<file path="config.mk">
export PLATFORM = sky130hd
export DESIGN_NAME = ilm_line_ctrl
export DESIGN_NICKNAME = d
export VERILOG_FILES = /design/src/hw/ilm_pkg.sv /design/src/hw/ilm_line_ctrl.sv
export VERILOG_INCLUDE_DIRS = /design/src /design/src/hw
export SDC_FILE = /design/constraint.sdc
export NUM_CORES = 1
export LEC_CHECK = 0
export BUFFER_PORTS_ARGS = -buffer_cell sky130_fd_sc_hd__buf_4
export CORE_ASPECT_RATIO = 0.5
export CORE_MARGIN = 2
export CORE_UTILIZATION = 35
export DETAILED_ROUTE_END_ITERATION = 6
export GPL_TIMING_DRIVEN = 1
export PLACE_DENSITY_LB_ADDON = 0.12
export SLEW_MARGIN = 20
export SYNTH_ARGS = -nofsm -noshare
export SYNTH_HDL_FRONTEND = slang
export SYNTH_SLANG_ARGS = --single-unit
</file>
<file path="constraint.sdc">
create_clock -name clk -period 3.21 [get_ports clk]
set_input_delay 0 -clock clk [delete_from_list [all_inputs] [get_ports clk]]
set_output_delay 0 -clock clk [all_outputs]
set_load 0.02 [all_outputs]
</file>
<file path="src/hw/ilm_defs.svh">
// Purpose: constants for the io line drive and function control slice
// Assumes: 32-bit APB data, one aligned word per register
// Notes: offsets are byte addresses
//
// Behaviour
// - open-drain disable strobe clears open-drain
// - open-drain off drives high and low
// - open-drain on drives low only
// - pull-up disable strobe turns pull-up off
// - pull-up enable strobe turns pull-up on
// - pull-up status reads 0 when on
// - pull-up status reads 1 when off
// - function A strobe selects function A
// - function B strobe selects function B
// - function status 0 means function A
// - function status 1 means function B
// - direct-write enable strobe unmasks output writes
// - direct-write disable strobe masks output writes
// - masked line keeps output data on write
// - unmasked line takes output data on write
`ifndef ILM_DEFS_SVH
`define ILM_DEFS_SVH

`define ILM_OFS_OD_ENABLE      12'h000
`define ILM_OFS_OD_DISABLE     12'h004
`define ILM_OFS_OD_STATE       12'h008
`define ILM_OFS_PU_DISABLE     12'h00C
`define ILM_OFS_PU_ENABLE      12'h010
`define ILM_OFS_PU_OFF_STATE   12'h014
`define ILM_OFS_FN_A_SELECT    12'h018
`define ILM_OFS_FN_B_SELECT    12'h01C
`define ILM_OFS_FN_STATE       12'h020
`define ILM_OFS_DW_ENABLE      12'h024
`define ILM_OFS_DW_DISABLE     12'h028
`define ILM_OFS_DW_STATE       12'h02C
`define ILM_OFS_OUT_DATA       12'h030

`define ILM_RST_OD             32'h00000000
`define ILM_RST_PU_ON          32'hFFFFFFFF
`define ILM_RST_FN_B           32'h00000000
`define ILM_RST_DW             32'h00000000
`define ILM_RST_OUT_DATA       32'h00000000

`endif

</file>
<file path="src/hw/ilm_pkg.sv">
// Purpose: types for the io line drive and function control slice
// Assumes: nothing beyond the defines header
// Notes: line count fixed at 32
package ilm_pkg;
   typedef logic [31:0] ilm_word_t;

   typedef struct packed {
      ilm_word_t openDrain;
      ilm_word_t pullUpOn;
      ilm_word_t functionB;
      ilm_word_t directWriteMask;
      ilm_word_t outData;
   } ilm_line_cfg_s;

   typedef struct packed {
      ilm_word_t padOut;
      ilm_word_t padOutEnN;
      ilm_word_t pullUpEn;
      ilm_word_t functionB;
   } ilm_pad_ctl_s;
endpackage

</file>
<file path="src/hw/ilm_line_ctrl.sv">
// Purpose: per-line open-drain, pull-up, function select and direct-write mask
// Assumes: APB slave, zero wait states, clk 10 MHz, srst synchronous
// Notes: pads get value plus active-low output enable per line
//
// The APB slave port and the register offsets are this design's own decisions.
`timescale 1ns/1ps
`default_nettype none
`include "ilm_defs.svh"

module ilm_line_ctrl
   import ilm_pkg::*;
(
   input  wire logic        clk,
   input  wire logic        srst,
   input  wire logic        clkEn,
   input  wire logic        psel,
   input  wire logic        penable,
   input  wire logic        pwrite,
   input  wire logic [11:0] paddr,
   input  wire logic [31:0] pwdata,
   output logic      [31:0] prdata,
   output logic             pready,
   output logic             pslverr,
   output ilm_pad_ctl_s     padCtl
);

   // ----------------------------------------
   // storage and next values
   // ----------------------------------------
   ilm_line_cfg_s cfg;
   ilm_line_cfg_s next_cfg;
   ilm_pad_ctl_s  next_padCtl;
   logic [31:0]   next_prdata;
   logic          next_pslverr;
   logic          next_pready;

   // ----------------------------------------
   // bus phases
   // ----------------------------------------
   logic          setupPh;
   logic          accessPh;
   logic          wrAcc;
   logic          rdAcc;

   // pready is registered from setup, so it is high in the access cycle
   assign setupPh  = psel && !penable;
   assign accessPh = psel && penable && pready;

   // writes land at the edge that completes the access, not at setup
   assign wrAcc = accessPh && pwrite;

   // read data is fetched at setup so that it stands through the access cycle
   assign rdAcc = setupPh && !pwrite;

   // ----------------------------------------
   // address decode
   // ----------------------------------------
   logic          hitOdEnable;
   logic          hitOdDisable;
   logic          hitOdState;
   logic          hitPuDisable;
   logic          hitPuEnable;
   logic          hitPuOffState;
   logic          hitFnASelect;
   logic          hitFnBSelect;
   logic          hitFnState;
   logic          hitDwEnable;
   logic          hitDwDisable;
   logic          hitDwState;
   logic          hitOutData;
   logic          known;

   assign hitOdEnable   = (paddr == `ILM_OFS_OD_ENABLE);
   assign hitOdDisable  = (paddr == `ILM_OFS_OD_DISABLE);
   assign hitOdState    = (paddr == `ILM_OFS_OD_STATE);
   assign hitPuDisable  = (paddr == `ILM_OFS_PU_DISABLE);
   assign hitPuEnable   = (paddr == `ILM_OFS_PU_ENABLE);
   assign hitPuOffState = (paddr == `ILM_OFS_PU_OFF_STATE);
   assign hitFnASelect  = (paddr == `ILM_OFS_FN_A_SELECT);
   assign hitFnBSelect  = (paddr == `ILM_OFS_FN_B_SELECT);
   assign hitFnState    = (paddr == `ILM_OFS_FN_STATE);
   assign hitDwEnable   = (paddr == `ILM_OFS_DW_ENABLE);
   assign hitDwDisable  = (paddr == `ILM_OFS_DW_DISABLE);
   assign hitDwState    = (paddr == `ILM_OFS_DW_STATE);
   assign hitOutData    = (paddr == `ILM_OFS_OUT_DATA);

   // strobes, status words and out data are all mapped; anything else is an error
   assign known = hitOdEnable
                | hitOdDisable
                | hitOdState
                | hitPuDisable
                | hitPuEnable
                | hitPuOffState
                | hitFnASelect
                | hitFnBSelect
                | hitFnState
                | hitDwEnable
                | hitDwDisable
                | hitDwState
                | hitOutData;

   // ----------------------------------------
   // read data
   // ----------------------------------------
   // strobes and unmapped words read 0; outside a read the word is held
   always_comb begin
      next_prdata = prdata;
      if (rdAcc) begin
         next_prdata = 32'h00000000;
         if (hitOdState) begin
            next_prdata = cfg.openDrain;
         end
         if (hitPuOffState) begin
            next_prdata = ~cfg.pullUpOn;
         end
         if (hitFnState) begin
            next_prdata = cfg.functionB;
         end
         if (hitDwState) begin
            next_prdata = cfg.directWriteMask;
         end
         if (hitOutData) begin
            next_prdata = cfg.outData;
         end
      end
   end

   // ----------------------------------------
   // handshake and error
   // ----------------------------------------
   // zero wait: every setup is answered in the very next cycle
   always_comb begin
      next_pready  = setupPh;
      next_pslverr = pslverr;
      if (setupPh) begin
         next_pslverr = !known;
      end
   end

   always_ff @(posedge clk) begin
      if (srst) begin
         prdata  <= 32'h00000000;
         pslverr <= 1'b0;
         pready  <= 1'b0;
      end else if (clkEn) begin
         prdata  <= next_prdata;
         pslverr <= next_pslverr;
         pready  <= next_pready;
      end
   end

   // ----------------------------------------
   // per-line setting bits
   // ----------------------------------------
   // bit n of every word belongs to line n, so the logic repeats per line
   for (genvar n = 0; n < 32; n++) begin : g_line
      // a written 0 leaves the bit alone, a written 1 sets or clears it
      always_comb begin
         next_cfg.openDrain[n]       = cfg.openDrain[n];
         next_cfg.pullUpOn[n]        = cfg.pullUpOn[n];
         next_cfg.functionB[n]       = cfg.functionB[n];
         next_cfg.directWriteMask[n] = cfg.directWriteMask[n];
         next_cfg.outData[n]         = cfg.outData[n];
         if (wrAcc && pwdata[n]) begin
            if (hitOdEnable) begin
               next_cfg.openDrain[n] = 1'b1;
            end
            if (hitOdDisable) begin
               next_cfg.openDrain[n] = 1'b0;
            end
            if (hitPuDisable) begin
               next_cfg.pullUpOn[n] = 1'b0;
            end
            if (hitPuEnable) begin
               next_cfg.pullUpOn[n] = 1'b1;
            end
            if (hitFnASelect) begin
               next_cfg.functionB[n] = 1'b0;
            end
            if (hitFnBSelect) begin
               next_cfg.functionB[n] = 1'b1;
            end
            if (hitDwEnable) begin
               next_cfg.directWriteMask[n] = 1'b1;
            end
            if (hitDwDisable) begin
               next_cfg.directWriteMask[n] = 1'b0;
            end
         end
         // masked lines keep their value, unmasked ones take the new bit
         if (wrAcc && hitOutData && cfg.directWriteMask[n]) begin
            next_cfg.outData[n] = pwdata[n];
         end
      end

      // ----------------------------------------
      // pad drive for this line
      // ----------------------------------------
      // computed from the next settings so pads move at the same edge as bits
      always_comb begin
         if (next_cfg.openDrain[n]) begin
            // open-drain: pull low for a 0, release for a 1, never drive high
            next_padCtl.padOut[n]    = 1'b0;
            next_padCtl.padOutEnN[n] = next_cfg.outData[n];
         end else begin
            next_padCtl.padOut[n]    = next_cfg.outData[n];
            next_padCtl.padOutEnN[n] = 1'b0;
         end
         next_padCtl.pullUpEn[n]  = next_cfg.pullUpOn[n];
         next_padCtl.functionB[n] = next_cfg.functionB[n];
      end
   end

   // ----------------------------------------
   // setting registers
   // ----------------------------------------
   always_ff @(posedge clk) begin
      if (srst) begin
         cfg.openDrain       <= `ILM_RST_OD;
         cfg.pullUpOn        <= `ILM_RST_PU_ON;
         cfg.functionB       <= `ILM_RST_FN_B;
         cfg.directWriteMask <= `ILM_RST_DW;
         cfg.outData         <= `ILM_RST_OUT_DATA;
      end else if (clkEn) begin
         cfg <= next_cfg;
      end
   end

   // ----------------------------------------
   // pad registers
   // ----------------------------------------
   // reset drives every line low in push-pull, matching out data 0
   always_ff @(posedge clk) begin
      if (srst) begin
         padCtl.padOut    <= 32'h00000000;
         padCtl.padOutEnN <= 32'h00000000;
         padCtl.pullUpEn  <= `ILM_RST_PU_ON;
         padCtl.functionB <= `ILM_RST_FN_B;
      end else if (clkEn) begin
         padCtl <= next_padCtl;
      end
   end

   // ----------------------------------------
   // limitations
   // ----------------------------------------
   // no byte strobes: every write covers all 32 lines at once
   // strobes read back 0; settings are seen only through status words and out data
   // an unmapped write is dropped and flagged like an unmapped read
   // with clkEn low the bus is stalled as well, pready included

endmodule
`default_nettype wire

</file>
==> reports/metrics.cfg, run 1 <==
[route]
drtIter0Drc=1488
via_per_inst=5.86
routedWlPerCell_um=22.3
drc_errors=0
wirelength_um=52400
antenna_left=0
num_vias=13802
first_pass_iters=6

[sta]
setup_viol=0
max_freq_mhz=355
period_share_pct=87.8
setup_tns_ns=0
finClkSkew_ns=0.0105
worstMarginPinSlew_ns=1.01
hold_viol=0
maxSlewViolCount=0
period_needed_ns=2.82
max_slew_margin_pct=32.4
rsz0062_at_grt=no

[floorplanning]
fp.dieH_um=143
dieArea_mm2=0.0400
std_cell_rows=50
start_util_pct=35.7
die_w_um=281
ios=212
design.core.area_mm2=0.0376

[synthesis]
synth_cells=1708
synth_top_family_by_area=compound AO/OA/AOI/OAI gates
synth_fa_ha_area_share_pct=0
synth-simple-area-share_pct=20.3
synth_area_leaders=dfxtp_1, a21oi_1, nand2_1, o22ai_1, clkbuf_1
yosys.area.top_type=dfxtp_1
async_reset_ff_share_pct=0
synth_seq_cells=258
syn_area_mm2=0.0134
synth_mux_area_share_pct=2.39
synth-seq-area-share_pct=38.5
syn-num-nets=1758
synth_warnings=0
ys_types=50
synth.avg_cell_area_um2=7.86
synth-xor-area-share_pct=0.0652
synth_compound_area_share_pct=28.3
synth_edf_count=0
synth_top_area_share_pct=38.5
synth_flop_cell=dfxtp_1

[run_status]
status=finished, final reports clean

[worst_setup_path]
crit_family=buffers and inverters
path_cells=and4_2, buf_4, nand4_1, buf_4, nor3_1, mux2i_1, nor2_1, dlygate4sd3_1
crit_slowest_cell=dlygate4sd3_1
regToRegStartpoint=pready
required_ns=3.64
arrival_ns=3.25
path_buf_inv=3
worst_setup_path_end_kind=flip-flop
crit_top_cell=buf_4
cp_max_fo=39
critPathMaxStageDelay_ns=0.60
cp-start-kind=flip-flop
critical_path.startpoint=pready
worst-setup-path-type=reg -> reg

[hold_path]
min_path_type=in -> reg
hp-start=paddr[11]

[clock_network]
cts_buffers=27
cts_tree=yes
htreeDepth=1
clockBufferDepth=3
clockRootBuffer=clkbuf_16
post_cts_resized=0
clk_pin_slew_ns=0.07
clk_latency_ns=0.55
cts_sinks=258

[pwr]
p_leak_nw=5.54
p_sw_mw=1.63
swShare_pct=24.3
p_comb_share_pct=5.6
ir_drop_mv=0.322
seqPwrFrac_pct=47.6
p_per_area_mw_per_mm2=411
p_int_mw=5.10
p_clk_share_pct=46.8

[grt]
grt_pass1_wl_um=78300
grt.overflow.total=0
grt_antenna_before_repair=0
grt_max_degree=95
grt.total_usage_pct=25.3
grt_pass1_vias=13120

[placement]
dp.cells=2255
port_buffers=211
place.gp.congestion=0.860
place_hpwl_um=34900

[finish]
seqCellArea_mm2=0.00516
fillerInstances=3706
multiInputGateArea_mm2=0.00692
instances_no_fill=2355
layout-drive-gt1-share_pct=17.9
area_growth_pct=22.0
n_antenna_cell=0
nets=1868

[run]
maxCapViolations=0

-- power by group through the flow --
stage,Combinational [mW],Clock [mW],Sequential (mW)
floorplan,0.169,0,3.28
global placement,0.328,0,3.28
detailed placement,0.331,0,3.28
CTS,0.372,3.20,3.20
global route,0.401,3.33,3.20
finish,0.378,3.15,3.20
-- cell families (layout without fill, tap and decap cells) --
logic type	Yosys count	in the layout
AND/OR/NAND/NOR	519	519
AO/OA/AOI/OAI	598	598
multiplexers	32	32
buffers and inverters	300	427
flip-flops	258	258
XOR/XNOR	1	1
-- area by class of cell --
cell class / count / area share, %
multi-input combinational: 1150 / 42.2
tap: 520 / 3.97
clock inverter: 4 / 0.145
sequential: 258 / 31.5
inverter: 65 / 1.49
clock buffer: 42 / 5.08
timing repair buffer: 316 / 15.6
-- worst min-delay path: stages --
cell and delay [ns]:
buf_4 0.11, nor2_1 0.10, nand2_1 0.10, o32a_1 0.15, a221oi_1 0.07
-- flip-flops by register name, summed over array words and instances (netlist names) --
register / flops
cfg: 96
padCtl: 128
prdata: 32
pready: 1
pslverr: 1
-- synth_stat cells, types with 33 or more instances --
| library cell | number |
|---|---|
| a22oi_1 | 48 |
| o21ai_0 | 87 |
| nand3_1 | 35 |
| nor3_1 | 49 |
| nand2b_1 | 35 |
| nand2_1 | 150 |
| and4_1 | 35 |
| a21oi_1 | 178 |
| inv_1 | 65 |
| o22ai_1 | 87 |
| o21ai_1 | 33 |
| and2_1 | 33 |
| clkbuf_1 | 136 |
| nor2_1 | 83 |
| buf_4 | 65 |
| dfxtp_1 | 258 |
| nor2b_1 | 34 |
-- stage by stage --
| stage | power, mW | hold WS (ns) | setup WS [ns] | instance area (um2) | utilization, % |
|---|---|---|---|---|---|
| final | 6.74 | 0.0396 | 0.393 | 16400 | 43.6 |
| after global routing | 6.94 | 0.0742 | 0.207 | 16400 | 43.6 |
| after CTS | 6.77 | 0.0128 | 0.437 | 16400 | 43.6 |
| after detailed placement | 3.61 | 0.269 | 0.658 | 15000 | 39.9 |
| after global placement | 3.60 | 0.264 | 0.729 | 15000 | 39.9 |
| after floorplan | 3.45 | 0.147 | 1.19 | 13400 | - |
-- path summary, 6_finish.rpt --
kind	endpoint	slack, ns	cells after the start
max	cfg[24]	0.39	8
min	prdata[10]	0.04	5
max reg2reg	cfg[24]	0.39	8
min reg2reg	padCtl[93]	0.45	2
-- cell usage in the layout (no fill, tap or decap), types with 5 or more instances in the layout --
master / instances
o22ai_1: 87
a22o_1: 16
and2_1: 31
a221oi_1: 9
nand2_1: 150
o21ai_1: 33
dlygate4sd3_1: 54
o311ai_1: 8
or3_1: 8
o21ai_0: 87
buf_4: 258
or2_1: 30
nor2b_1: 33
nand4_1: 5
a22oi_1: 48
a21oi_1: 178
a221o_1: 32
mux2i_1: 32
o221ai_1: 23
and4_1: 32
nand2b_1: 35
o21bai_1: 32
clkbuf_16: 27
dfxtp_1: 258
nand3_1: 34
nor2_1: 77
o2bb2ai_1: 8
inv_1: 65
clkbuf_1: 5
nor3_1: 49
clkbuf_8: 10
a211oi_1: 32
-- what timing repair did --
action	4_1_cts	5_1_grt
hold buffers	54	0
hold endpoints to repair	201	0
setup buffers	0	0
-- metal layers --
metal	wire (um)	global-route usage, %	up-vias
met1	22800	33.7	6738
met4	1920	9.43	0
met5	0	0	-
li1	-	-	6305
met2	23700	40.3	635
met3	4010	5.11	124
(Power assumes the default switching activity.)
==> run 2: changes to the inputs <==
--- a/config.mk
+++ b/config.mk
@@ -6,11 +6,11 @@
 export SDC_FILE = /design/constraint.sdc
 export NUM_CORES = 1
 export LEC_CHECK = 0
-export BUFFER_PORTS_ARGS = -buffer_cell sky130_fd_sc_hd__buf_4
 export CORE_ASPECT_RATIO = 0.5
 export CORE_MARGIN = 2
 export CORE_UTILIZATION = 35
 export DETAILED_ROUTE_END_ITERATION = 6
+export DONT_BUFFER_PORTS = 1
 export GPL_TIMING_DRIVEN = 1
 export PLACE_DENSITY_LB_ADDON = 0.12
 export SLEW_MARGIN = 20
==> run 2 against run 1 <==
Against the previous run: the run now ends with hold timing left; sequential power is essentially flat; critical path depth fell by 1; core utilization decreased by 2.9 points; clock skew fell by 0.0022 ns; global-route usage increased by 1.3 points; clock power increased by 5%; non-clock buffer count fell by 172; final area down 6.6%; register-to-register slack worse by 0.20 ns; combinational power shrank 22%; flip-flop and latch count is the same.
==> reports/metrics.cfg, run 2 (same netlist as run 1, synthesis figures left out) <==
[grt]
grt_antenna_before_repair=1
grt.overflow.total=0
grt_pass1_vias=12795
grt_max_degree=193
grt.total_usage_pct=26.6
grt_pass1_wl_um=80800

[hold_path]
min_path_type=in -> reg

[finish]
nets=1696
top_register=padCtl
multiInputGateArea_mm2=0.00692
area_growth_pct=13.9
instances_no_fill=2184
n_antenna_cell=0
final_cell_mix=dfxtp_1, a21oi_1, nand2_1
mostFrequentLayoutCell=dfxtp_1
top_regs=padCtl (128), cfg (96), prdata (32)
layout-drive-gt1-share_pct=6.31
fillerInstances=3809
largest_register_ffs=128
fin_util_pct=40.7
seqCellArea_mm2=0.00516

[worst_setup_path]
arrival_ns=3.51
critPathMaxStageDelay_ns=0.58
cp-start-kind=flip-flop
path_buf_inv=3
worst_setup_path_end_kind=flip-flop
crit_top_cell=dlygate4sd3_1
cp_max_fo=34
worst-setup-path-type=reg -> reg
path_cells=and4_2, buf_4, and2_1, nand3_1, dlygate4sd3_1, a21oi_1, dlygate4sd3_1
crit_slowest_cell=dlygate4sd3_1
required_ns=3.70
crit_family=buffers and inverters

[sta]
setup_tns_ns=0
hold_viol=4
setup_viol=0
rsz0062_at_grt=no
period_share_pct=93.9
max_slew_margin_pct=32.5
whs_ns=-0.00891
finClkSkew_ns=0.00831
worstMarginPinSlew_ns=1.01
maxSlewViolCount=0
max_freq_mhz=332
period_needed_ns=3.01

[run_status]
status=finished with violations
violations=hold timing

[route]
via_per_inst=6.06
drc_errors=0
antenna_left=0
num_vias=13244
routedWlPerCell_um=25.1
drtIter0Drc=1287
first_pass_iters=5
wirelength_um=54900

[floorplanning]
ios=212
design.core.area_mm2=0.0376
std_cell_rows=50
fp.dieH_um=143
dieArea_mm2=0.0400
start_util_pct=35.7
die_w_um=281

[placement]
port_buffers=0
place.gp.congestion=0.841
dp.cells=2033
place_hpwl_um=32800

[clock_network]
cts_buffers=27
clk_pin_slew_ns=0.06
clk_latency_ns=0.55
htreeDepth=1
post_cts_resized=0
clockRootBuffer=clkbuf_16
clockBufferDepth=3
cts.hold.buffers_added=104
cts_setup_buffers=0
cts_tree=yes
cts_sinks=258

[pwr]
total_power_mw=6.80
ir_drop_mv=0.324
p_per_area_mw_per_mm2=444
p_leak_nw=4.78

[run]
maxCapViolations=0

## run 2: cell types whose count changed in the layout (fill, tap and decap cells not counted), sizes merged
cell,before,now
buf,262,44
dlygate4sd3,54,100
clkinv,3,0
bufinv,0,2
clkbuf,42,44
## run 2: path summary, 6_finish.rpt
kind | start | end | slack (ns) | cells after the start
worst max-delay path | pready | padCtl[8] | 0.20 | 7
worst min register to register | cfg[6] | cfg[6] | 0.53 | 2
worst max register to register | pready | padCtl[8] | 0.20 | 7
worst min-delay path | srst | cfg[2] | -0.009 | 2
## run 2: metrics by stage
stage,cell area (um2),setup slack (ns)
2_1_floorplan,13400,1.19
3_3_place_gp,13300,0.968
3_5_place_dp,13300,0.938
4_1_cts,15300,0.280
5_1_grt,15300,0.107
6_report,15300,0.195
## run 2: where the power goes
part           switching, mW  internal (mW)
registers            0.00372           3.20
clock network           1.37           1.93
logic                  0.198         0.0960
total                   1.57           5.23
## run 2: layout make-up
cell class,instances,share of cell area [%]
Tap cell,520,4.25
Inverter,65,1.59
Clock buffer,44,5.49
Clock inverter,3,0.450
Sequential cell,258,33.8
Multi-Input combinational cell,1150,45.2
Timing Repair Buffer,144,9.26
## run 2: metal layers
metal	wire (um)	vias to the layer above	GRT usage, %
li1	-	5979	-
met1	22900	6464	34.0
met2	25000	641	43.1
met3	4920	160	6.52
met4	2120	0	10.4
met5	0	-	0
==> run 3: changes to the inputs <==
==> constraint.sdc (replaced) <==
create_clock -name clk -period 2.9 [get_ports clk]
set_input_delay 0 -clock clk [delete_from_list [all_inputs] [get_ports clk]]
set_output_delay 0 -clock clk [all_outputs]
set_load 0.02 [all_outputs]
==> run 3 against run 2 <==
Against the previous run: die area unchanged; clock-buffer cell count unchanged; highest routed layer unchanged; wire length increased by 0.62%; non-clock buffer count increased by 39; core utilization increased by 0.99 points; clock skew increased by 0.0032 ns; hold slack improved by 0.047 ns; final cell count increased by 1.9%; final area increased by 2.4%; sequential share of layout area decreased by 0.80 points; the run now ends clean; flip-flop and latch count unchanged.
==> reports/metrics.cfg, run 3 (same netlist as run 1, synthesis figures left out) <==
[clock_network]
cts_buffers=27
htreeDepth=1
clockBufferDepth=3
clockRootBuffer=clkbuf_16
clk_pin_slew_ns=0.06
cts_tree=yes
clk_latency_ns=0.55
cts_sinks=258

[floorplanning]
start_util_pct=35.7
fp.dieH_um=143
std_cell_rows=50
ios=212
die_w_um=281
design.core.area_mm2=0.0376
dieArea_mm2=0.0400

[worst_setup_path]
cp-start-kind=input port
critical_path.startpoint=paddr[10]
regToRegStartpoint=pready
r2r_setup_slack_ns=0.14
required_ns=3.34
ff2ff_path_depth=7
worst_setup_path_end_kind=flip-flop
worst-setup-path-type=in -> reg
arrival_ns=3.22
rr_endpoint=padCtl[97]
cp_max_fo=20

[hold_path]
min_path_type=in -> reg
min_to=cfg[11]
hp-start=srst
holdPathStages=2

[run]
maxCapViolations=0

[placement]
port_buffers=0
place_hpwl_um=33500
place_ws_ns=0.527
place.gp.congestion=0.847
placed_cell_area_mm2=0.0134

[run_status]
status=finished, final reports clean

[route]
wirelength_um=55200
drtIter0Drc=1327
antenna_left=0
routedWlPerCell_um=24.8
via_per_inst=6.01
first_pass_iters=5
drc_errors=0
num_vias=13371

[sta]
finClkSkew_ns=0.0115
fin_ws_ns=0.122
period_needed_ns=2.78
worstMarginPinSlew_ns=0.843
max_slew_margin_pct=43.7
maxSlewViolCount=0
period_share_pct=95.8
setup_viol=0
max_freq_mhz=360
hold_viol=0

[grt]
grt_pass1_wl_um=82000
grt.overflow.total=0
grt_pass1_vias=13100
grt.total_usage_pct=27.0
grt_max_degree=174
grt_antenna_before_repair=2

[finish]
fillerInstances=3767
top_regs=padCtl (128), cfg (96), prdata (32)
mostFrequentLayoutCell=dfxtp_1
top_register=padCtl
fin_area_mm2=0.0157
final_cell_mix=dfxtp_1, a21oi_1, nand2_1
area_growth_pct=16.7
layout-drive-gt1-share_pct=7.22
nets=1735
largest_register_ffs=128
fin_util_pct=41.7

[pwr]
total_power_mw=7.49
p_leak_nw=5.03
ir_drop_mv=0.342
p_per_area_mw_per_mm2=478

## run 3: timing repair
item | 4_1_cts | 5_1_grt
hold endpoints to repair | 258 | 0
gates resized for setup | 0 | 5
setup buffers | 0 | 5
endpoints found under the setup margin | 0 | 42
hold buffers | 125 | 0
## run 3: how the worst max path moves through the flow
stage,slack (ns),endpoint,depth (start not counted)
after detailed placement,0.53,padCtl[92],6
final,0.12,padCtl[15],10
after global routing,-0.001,padCtl[15],10
after CTS,0.02,padCtl[120],7
after global placement,0.54,padCtl[14],7
after floorplan,0.88,cfg[10],8
## run 3: per-stage QoR
step	std cells	setup TNS [ns]	hold WS (ns)
2_1_floorplan	1708	0	0.147
3_3_place_gp	2046	0	0.0880
3_5_place_dp	2046	0	0.0899
4_1_cts	2219	0	0.00765
5_1_grt	2224	-0.00134	0.0526
6_report	2225	0	0.0382
## run 3: area by class of cell
type	instances	area (um2)	share of cell area (%)
diodes	1	2.50	0.0160
clock buffers	44	820	5.23
clock inverters	4	73.8	0.471
inverters	65	244	1.56
multi-input cells	1150	6920	44.2
flip-flops and latches	258	5160	33.0
well taps	520	651	4.15
repair buffers	183	1800	11.5
## run 3: critical path, cell delays in order
cell and delay, ns:
dlygate4sd3_1 0.60, nor4_4 0.34, buf_4 0.17, nand2_1 0.05, buf_4 0.16, or3_2 0.69
buf_4 0.33, o21ai_0 0.18, a21oi_1 0.08, dlygate4sd3_1 0.59
## run 3: metal layers
layer	up-vias	part of all wire, %	global-route usage, %
met5	-	0	0
li1	6064	-	-
met2	604	45	43.0
met4	0	3.6	9.99
met1	6572	42	35.0
met3	131	9.1	7.17
## run 3: report_power, final
part,total [mW],switching (mW),internal [mW],leakage [nW]
Combinational,0.324,0.210,0.113,2.51
Sequential,3.55,0.00420,3.54,2.08
Clock,3.62,1.53,2.10,0.437
Total,7.49,1.74,5.75,5.03
